File: src/hw/gpio_port_zero_params.svh
// Offsets, field positions and reset values of the port zero pin controller.
// Included by its bare name; holds definitions only.
`ifndef GPIO_PORT_ZERO_PARAMS_SVH
`define GPIO_PORT_ZERO_PARAMS_SVH

// ==========================================================================
// Register offsets on the plain register port
`define GP0_ADDR_W        4
`define GP0_OFS_DATA      4'h0
`define GP0_OFS_DIR       4'h1
`define GP0_OFS_AIDR      4'h2
`define GP0_OFS_CTRL      4'h3

// ==========================================================================
// Reset values
`define GP0_RST_DATA      8'h00
`define GP0_RST_DIR       8'h00
`define GP0_RST_AIDR      8'h00
`define GP0_RST_CTRL      2'h0

// ==========================================================================
// Control register fields
`define GP0_CTRL_PINSTATE_BIT  0
`define GP0_CTRL_PORTIN_BIT    1
`define GP0_CTRL_ST_LO      2
`define GP0_CTRL_ST_HI      3

// ==========================================================================
// Pins shared with other functions, and pin synchroniser depth
`define GP0_LCD_MASK      8'hFE
`define GP0_ANA_MASK      8'hFF
`define GP0_SYNC_STAGES   2

`endif

File: src/hw/gpio_port_zero_pkg.sv
// Types shared by the port zero pin controller and its helpers.
// Assumes an 8-bit port; constants live in the params header.
package gpio_port_zero_pkg;

    // ======================================================================
    // Standby handling of the pins
    typedef enum logic [1:0] {
        ST_RUN  = 2'b00,
        ST_HOLD = 2'b01,
        ST_HIZ  = 2'b10
    } standby_state_e;

    // ======================================================================
    // One register access as seen by the port
    typedef struct packed {
        logic [3:0] addr;
        logic [7:0] wdata;
        logic       wr;
        logic       rd;
        logic       read_modify_write_access;
    } bus_req_s;

    // ======================================================================
    // Drive of the eight pins
    typedef struct packed {
        logic [7:0] out;
        logic [7:0] oe;
    } pin_drive_s;

endpackage

File: src/hw/pin_sync.sv
// Two-stage synchroniser for the port pins.
// Assumes the inputs are asynchronous to clk; ce freezes both stages.
module pin_sync #(
    parameter int WIDTH = 8
) (
    input  wire logic             clk,
    input  wire logic             rst_n,
    input  wire logic             ce,
    input  wire logic [WIDTH-1:0] d,
    output      logic [WIDTH-1:0] q
);

    logic [WIDTH-1:0] meta_q;
    logic [WIDTH-1:0] sync_q;

    // ======================================================================
    // First stage is read only by the second
    always_ff @(posedge clk or negedge rst_n)
    begin
        if (!rst_n)
        begin
            meta_q <= '0;
            sync_q <= '0;
        end
        else if (ce)
        begin
            meta_q <= d;
            sync_q <= meta_q;
        end
    end

    assign q = sync_q;

endmodule

File: src/hw/pin_drive_mux.sv
// Per-pin selection of what drives each port pin.
// Pure combinational; the caller registers the result and applies standby.
module pin_drive_mux (
    input  wire logic [7:0]                    latch,
    input  wire logic [7:0]                    dir,
    input  wire logic [7:0]                    periph_oe,
    input  wire logic [7:0]                    periph_out,
    input  wire logic [7:0]                    seg_act,
    input  wire logic [7:0]                    seg_out,
    output      gpio_port_zero_pkg::pin_drive_s drive
);

    logic [7:0] per_only;
    logic [7:0] port_only;

    // ======================================================================
    // Segment beats peripheral, peripheral beats the port latch
    assign per_only  = periph_oe & ~seg_act;
    assign port_only = dir & ~periph_oe & ~seg_act;

    assign drive.out = (seg_act & seg_out) | (per_only & periph_out) | (port_only & latch);
    assign drive.oe  = seg_act | per_only | port_only;

endmodule

File: src/hw/gpio_port_zero.sv
// Port zero pin controller: data latch, direction, analog input disable,
// read paths for plain and read-modify-write reads, and standby pin handling.
// Assumes pins arrive asynchronously, peripherals and the register master on clk.
`include "gpio_port_zero_params.svh"

// Notes on behaviour
// - Direction bit one makes the pin an output driving the latch bit.
// - An output pin's level follows the stored latch bit.
// - Writes always load the latch; input pins do not show it.
// - Plain read of an output pin returns its latch bit.
// - Direction bit zero makes an input; plain read returns the pin level.
// - Read-modify-write reads return the latch, never the pins.
// - A peripheral output enable routes that peripheral onto the pin.
// - Plain read of a peripheral-driven pin returns the actual pin level.
// - Plain read returns pin level even while a peripheral consumes it.
// - Analog disable bit zero blocks digital input; one enables it.
// - Bit n of the data, direction and analog disable registers controls pin n, bits seven to zero.
// - All three registers reset to zero, so pins start as inputs.
// - Standby with select one: pins float, inputs low unless interrupt enabled.
// - Standby with select zero: pin states and output levels are held.
// - The pin level reaches the external interrupt circuit, except on non-enabled pins in floating standby.
module gpio_port_zero #(
    parameter logic [7:0] LCD_MASK = `GP0_LCD_MASK,
    parameter logic [7:0] ANA_MASK = `GP0_ANA_MASK
) (
    input  wire logic                    clk,
    input  wire logic                    rst_n,
    input  wire logic                    ce,
    input  wire logic [`GP0_ADDR_W-1:0]  reg_addr,
    input  wire logic [7:0]              reg_wdata,
    input  wire logic                    reg_wr,
    input  wire logic                    reg_rd,
    input  wire logic                    reg_rmw,
    output      logic [7:0]              reg_rdata,
    input  wire logic [7:0]              pin_in,
    output      logic [7:0]              pin_out,
    output      logic [7:0]              pin_oe,
    input  wire logic [7:0]              periph_oe,
    input  wire logic [7:0]              periph_out,
    input  wire logic [7:0]              seg_sel,
    input  wire logic [7:0]              seg_out,
    input  wire logic                    standby_req,
    input  wire logic [7:0]              ext_int_en,
    output      logic [7:0]              digital_in,
    output      logic [7:0]              ext_int_in
);

    gpio_port_zero_pkg::bus_req_s       req;
    gpio_port_zero_pkg::pin_drive_s     drv_sel;
    gpio_port_zero_pkg::standby_state_e st_q;
    gpio_port_zero_pkg::standby_state_e st_d;

    logic [7:0] latch_q;
    logic [7:0] dir_q;
    logic [7:0] aidr_q;
    logic [1:0] ctrl_q;
    logic [7:0] rdata_q;
    logic [7:0] rdata_d;
    logic [7:0] out_q;
    logic [7:0] oe_q;
    logic [7:0] out_d;
    logic [7:0] oe_d;
    logic [7:0] pin_s;
    logic [7:0] seg_act;
    logic [7:0] dig_en;
    logic [7:0] hiz_keep;
    logic [7:0] pin_rd;
    logic [7:0] port_rd;
    logic [7:0] ctrl_rd;
    logic       hit_data;
    logic       hit_dir;
    logic       hit_aidr;
    logic       hit_ctrl;
    logic       pin_state_sel;
    logic       port_in_en;
    logic       hiz;

    // ======================================================================
    // Register port bundled for decoding
    assign req.addr  = reg_addr;
    assign req.wdata = reg_wdata;
    assign req.wr    = reg_wr;
    assign req.rd    = reg_rd;
    assign req.read_modify_write_access   = reg_rmw;

    // Address decode
    assign hit_data = (req.addr == `GP0_OFS_DATA);
    assign hit_dir  = (req.addr == `GP0_OFS_DIR);
    assign hit_aidr = (req.addr == `GP0_OFS_AIDR);
    assign hit_ctrl = (req.addr == `GP0_OFS_CTRL);
    assign pin_state_sel = ctrl_q[`GP0_CTRL_PINSTATE_BIT];
    assign port_in_en    = ctrl_q[`GP0_CTRL_PORTIN_BIT];

    // ======================================================================
    // Pin inputs cross into clk before anything reads them
    pin_sync #(
        .WIDTH (8)
    ) u_pin_sync (
        .clk   (clk),
        .rst_n (rst_n),
        .ce    (ce),
        .d     (pin_in),
        .q     (pin_s)
    );

    // ======================================================================
    // Segment function only exists on the LCD-shared pins
    // segment takes precedence
    assign seg_act = seg_sel & LCD_MASK;

    // Output selection per pin
    // peripheral onto pin
    pin_drive_mux u_pin_drive_mux (
        .latch      (latch_q),
        .dir        (dir_q),
        .periph_oe  (periph_oe),
        .periph_out (periph_out),
        .seg_act    (seg_act),
        .seg_out    (seg_out),
        .drive      (drv_sel)
    );

    // ======================================================================
    // Standby sequencing; select bit is sampled when standby begins
    always_comb
    begin
        st_d = st_q;
        unique case (st_q)
            gpio_port_zero_pkg::ST_RUN:
                if (standby_req)
                    st_d = pin_state_sel ? gpio_port_zero_pkg::ST_HIZ : gpio_port_zero_pkg::ST_HOLD;
            gpio_port_zero_pkg::ST_HOLD,
            gpio_port_zero_pkg::ST_HIZ:
                if (!standby_req)
                    st_d = gpio_port_zero_pkg::ST_RUN;
            default:
                st_d = gpio_port_zero_pkg::ST_RUN;
        endcase
    end

    assign hiz = (st_q == gpio_port_zero_pkg::ST_HIZ);

    // ======================================================================
    // Registered pin drive: floats in one standby kind, frozen in the other
    // float in standby
    assign out_d = (st_d == gpio_port_zero_pkg::ST_RUN) ? drv_sel.out : out_q;
    assign oe_d  = (st_d == gpio_port_zero_pkg::ST_HIZ) ? 8'h00 :
                   (st_d == gpio_port_zero_pkg::ST_RUN) ? drv_sel.oe : oe_q;

    // ======================================================================
    // Digital input gating: analog pins and LCD pins need enabling first
    // analog disable gating
    assign dig_en   = (~ANA_MASK | aidr_q) & (~LCD_MASK | {8{port_in_en}}) & ~seg_act & hiz_keep;
    // Interrupt-enabled pins stay live so they can still wake the part
    // inputs forced low
    assign hiz_keep = hiz ? ext_int_en : 8'hFF;
    assign pin_rd   = pin_s & dig_en;
    assign digital_in = pin_rd;
    assign ext_int_in = pin_s & (hiz_keep | ext_int_en);

    // ======================================================================
    // Read data: latch for own-driven outputs or READ_MODIFY_WRITE_ACCESS, pin level otherwise
    // output reads latch
    assign port_rd = req.read_modify_write_access ? latch_q :
                     ((dir_q & ~periph_oe & ~seg_act & latch_q) | (~(dir_q & ~periph_oe & ~seg_act) & pin_rd));
    // Standby state readable so software can tell which kind was taken
    assign ctrl_rd = {4'h0, st_q, ctrl_q};
    assign rdata_d = !req.rd  ? 8'h00   :
                     hit_data ? port_rd :
                     hit_dir  ? dir_q   :
                     hit_aidr ? aidr_q  :
                     hit_ctrl ? ctrl_rd : 8'h00;

    // ======================================================================
    // Software registers; a latch write lands whatever the direction
    // write always loads
    always_ff @(posedge clk or negedge rst_n)
    begin
        if (!rst_n)
        begin
            latch_q <= `GP0_RST_DATA;
            dir_q   <= `GP0_RST_DIR;
            aidr_q  <= `GP0_RST_AIDR;
            ctrl_q  <= `GP0_RST_CTRL;
        end
        else if (ce && req.wr)
        begin
            if (hit_data) latch_q <= req.wdata;
            if (hit_dir)  dir_q   <= req.wdata;
            if (hit_aidr) aidr_q  <= req.wdata;
            if (hit_ctrl) ctrl_q  <= req.wdata[1:0];
        end
    end

    // ======================================================================
    // Pin drive, standby state and read data flops
    always_ff @(posedge clk or negedge rst_n)
    begin
        if (!rst_n)
        begin
            out_q   <= 8'h00;
            oe_q    <= 8'h00;
            st_q    <= gpio_port_zero_pkg::ST_RUN;
            rdata_q <= 8'h00;
        end
        else if (ce)
        begin
            out_q   <= out_d;
            oe_q    <= oe_d;
            st_q    <= st_d;
            rdata_q <= rdata_d;
        end
    end

    assign pin_out   = out_q;
    assign pin_oe    = oe_q;
    assign reg_rdata = rdata_q;

    // ======================================================================
    // Checks
    logic [7:0] own_drv;
    assign own_drv = dir_q & ~periph_oe & ~seg_act;
endmodule

File: config.mk
export PLATFORM = sky130hd
export DESIGN_NAME = gpio_port_zero
export DESIGN_NICKNAME = d
export VERILOG_FILES = /design/src/hw/gpio_port_zero_pkg.sv /design/src/hw/pin_sync.sv /design/src/hw/pin_drive_mux.sv /design/src/hw/gpio_port_zero.sv
export VERILOG_INCLUDE_DIRS = /design/src /design/src/hw
export SDC_FILE = /design/constraint.sdc
export NUM_CORES = 1
export LEC_CHECK = 0
export BUFFER_PORTS_ARGS = -buffer_cell sky130_fd_sc_hd__buf_2
export CORE_ASPECT_RATIO = 1.75
export CORE_MARGIN = 3
export CORE_UTILIZATION = 40
export CTS_BUF_LIST = sky130_fd_sc_hd__clkbuf_4 sky130_fd_sc_hd__clkbuf_8
export CTS_CLUSTER_SIZE = 40
export DETAILED_ROUTE_END_ITERATION = 8
export SLEW_MARGIN = 20
export SYNTH_ARGS = -nofsm -noshare
export SYNTH_HDL_FRONTEND = slang
export SYNTH_SLANG_ARGS = --single-unit
File: constraint.sdc
create_clock -name clk -period 2.2 [get_ports clk]
set_input_delay 0.11 -clock clk [delete_from_list [all_inputs] [get_ports clk]]
set_output_delay 0.11 -clock clk [all_outputs]
set_load 0.01 [all_outputs]
==> reports/results.ini <==
[logic_synthesis]
synth_edf_count = 0
netlist.area_leader.share = 0.486
yosys-top-cells-area = dfrtp_1, mux2_2, o21ai_0
synth_top_family_by_area = compound AO/OA/AOI/OAI gates
seq_area_frac_synth = 0.486
synthXorXnorAreaFrac = 0
postSynthNetCount = 397
synthMuxAreaShare = 0.171
synth.distinct_cells = 44
synth_adder_area_share = 0.0107
synthTopCellsByCount = dfrtp_1, mux2_2, nand2_1, o21ai_0, a21oi_1
synth-simple-area-share = 0.122
ys_warn_count = 0
synth_compound_area_frac = 0.175
yosys_register_bits = 68
synth_largest_area_cell = dfrtp_1
yosysMostFrequentCell = dfrtp_1
avgSynthCellArea_um2 = 10.7
synth_ff_type = dfrtp_1
syn-cell-area_mm2 = 0.00350
synthCells = 327
synthArstFlopShare = 1.00

[clocking]
cts_buffers = 9
cts-root-buf = clkbuf_8
clk_pin_slew_ns = 0.07
cts_max_level = 3
cts_tree = yes
clockBufferDepth = 2
cts_sinks = 68
postCtsSetupBuffers = 0
clk_latency_ns = 0.36

[detailed_routing]
ant_nets = 0
wl_per_cell_um = 16.8
vias_per_cell = 5.31
drt_iter0_markers = 183
wl_mm = 9.56
vias = 3020
drc = 0
dr.pass1.iters = 4

[place]
placedInstanceArea_mm2 = 0.00422
gp_congestion = 0.778
dp_hpwl_mm = 6.92
io_buffer_count = 104
dpl_worst_slack_ns = 0.146
dpl.cell_count = 546

[timing]
max_slew.worst_pin.slew_ns = 0.540
rsz0062_at_grt = true
setup_viol = 0
setup_ws_ns = 0.0382
min_period_over_period = 0.983
max_slew_margin = 0.630
setup_tns_ns = 0
fin_crit_ns = 2.16
finalHoldViolCount = 0
fmax_ghz = 0.463
skew_ns = 0.00713
slew_violations = 0

[pwr]
max-vdd-ir-drop_mv = 0.582
p_leak_nw = 2.18
power_density_mw_per_mm2 = 916

[final_layout]
n_antenna_cell = 0
fin_nets = 521
stdcell_area_mm2 = 0.00453
final_util = 0.538
fillCellCount = 793
multi_input_comb_area_mm2 = 0.00170
area_growth_pct = 29.5
instances_no_fill = 569
seq_area_mm2 = 0.00170
final_layout_size_suffix_gt1_frac = 0.401

[floorplan]
fp.dieH_um = 130
chipWidth_um = 76.7
row_count = 44
start_util = 0.415
die_area_mm2 = 0.00995
design.core.area_mm2 = 0.00842
io_pins = 107

[job]
cap_violations = 0

[outcome]
status = completed

[grt]
grt_pass1_vias = 3044
grt_pass1_wl_mm = 15.5
antenna_found_initial = 0
grt_max_degree = 69
track_usage = 0.202
overflow = 0

[worst_hold_path]
hp-class = in -> reg

[worst_setup_path]
start_kind = register
worstPathCellList = inv_1 > ha_2 > buf_4 > a2111oi_1 > buf_2
endpoint_kind = output port
arrival_ns = 2.05
crit_type = reg -> out
crit_family = buffers and inverters
required_ns = 2.09
critPathSlowestCell = a2111oi_1
path_buf_inv = 3
cp_max_fo = 8
cpPeakStageDelay_ns = 0.43

==> worst reg2reg max path, stage by stage (launching register included) <==
cell and delay, ns:
dfrtp_1 0.42, inv_1 0.20, ha_1 0.28, mux2i_1 0.24
o31ai_4 0.10, nor3_4 0.14, buf_4 0.22, mux2_2 0.35
==> placed cells by master, fill, tap and decap left out, types with 7 or more instances in the layout <==
cell type | netlist | routed
dfrtp_1 | 68 | 68
o21ai_0 | 28 | 28
dlygate4sd3_1 | 0 | 9
o41ai_1 | 8 | 8
mux2_2 | 42 | 42
nand2_1 | 28 | 28
nor2_1 | 13 | 13
nor3_1 | 10 | 10
and3b_1 | 7 | 7
mux2i_1 | 11 | 11
buf_2 | 1 | 104
inv_1 | 19 | 19
nor2b_1 | 7 | 7
clkbuf_8 | 0 | 11
a21oi_1 | 27 | 27
buf_4 | 1 | 11
==> logic make-up (layout without fill, tap and decap cells) <==
logic type               after synthesis  in the layout
flip-flops                            68             68
adder cells (fa/ha/maj)                3              3
AND/OR/NAND/NOR                       81             81
multiplexers                          54             54
buffers and inverters                 32            159
AO/OA/AOI/OAI                         89             89
==> worst paths after layout <==
check	from	to	slack, ns	depth (start not counted)
setup reg to reg	st_q[0]	pin_out[4]	0.14	7
min in group asynchronous	rst_n	pin_out[3]	0.29	3
setup / recovery	st_q[0]	digital_in[7]	0.04	5
max in group asynchronous	rst_n	pin_out[2]	1.56	3
hold / removal	reg_wdata[4]	dir_q[4]	0.02	2
hold reg to reg	u_pin_sync.meta_q[3]	u_pin_sync.q[3]	0.48	2
==> cell type report <==
class                      instances  share of cell area
inverter                          20              0.0166
multi-input combinational        227               0.376
clock buffer                      12              0.0351
timing repair buffer             125               0.157
sequential                        68               0.376
clock inverter                     2             0.00773
tap                              115              0.0318
==> routing by layer <==
layer | track usage | vias to the layer above | wire length, um
met5 | 0 | - | 0
met4 | 0.0993 | 0 | 261
met3 | 0.0442 | 17 | 490
met2 | 0.352 | 74 | 5030
met1 | 0.236 | 1482 | 3780
li1 | - | 1447 | -
==> sequential cells by signal, indices dropped and copies added, names as in the netlist <==
signal	cells
latch_q	8
st_q	2
dir_q	8
u_pin_sync.q	8
aidr_q	8
pin_out	8
reg_rdata	8
u_pin_sync.meta_q	8
pin_oe	8
ctrl_q	2
==> through the flow <==
| stage | hold slack [ns] | total power, mW |
|---|---|---|
| global placement | 0.159 | 3.05 |
| CTS | 0.0141 | 4.18 |
| global route | 0.0151 | 4.42 |
| floorplan | -0.186 | 2.56 |
| detailed placement | 0.167 | 3.11 |
| finish | 0.0213 | 4.15 |
==> what timing repair did <==
item,in CTS,in global routing
endpoints found under the setup margin,4,5
resized for setup,6,2
hold buffers,9,0
endpoints found under the hold margin,76,0
pin swaps,0,0
==> report_power, final <==
part	internal (mW)	total, mW	switching (mW)
Sequential	1.54	1.73	0.188
Clock	0.584	1.05	0.465
Combinational	0.636	1.37	0.732
Power figures use the tool's default switching activity.
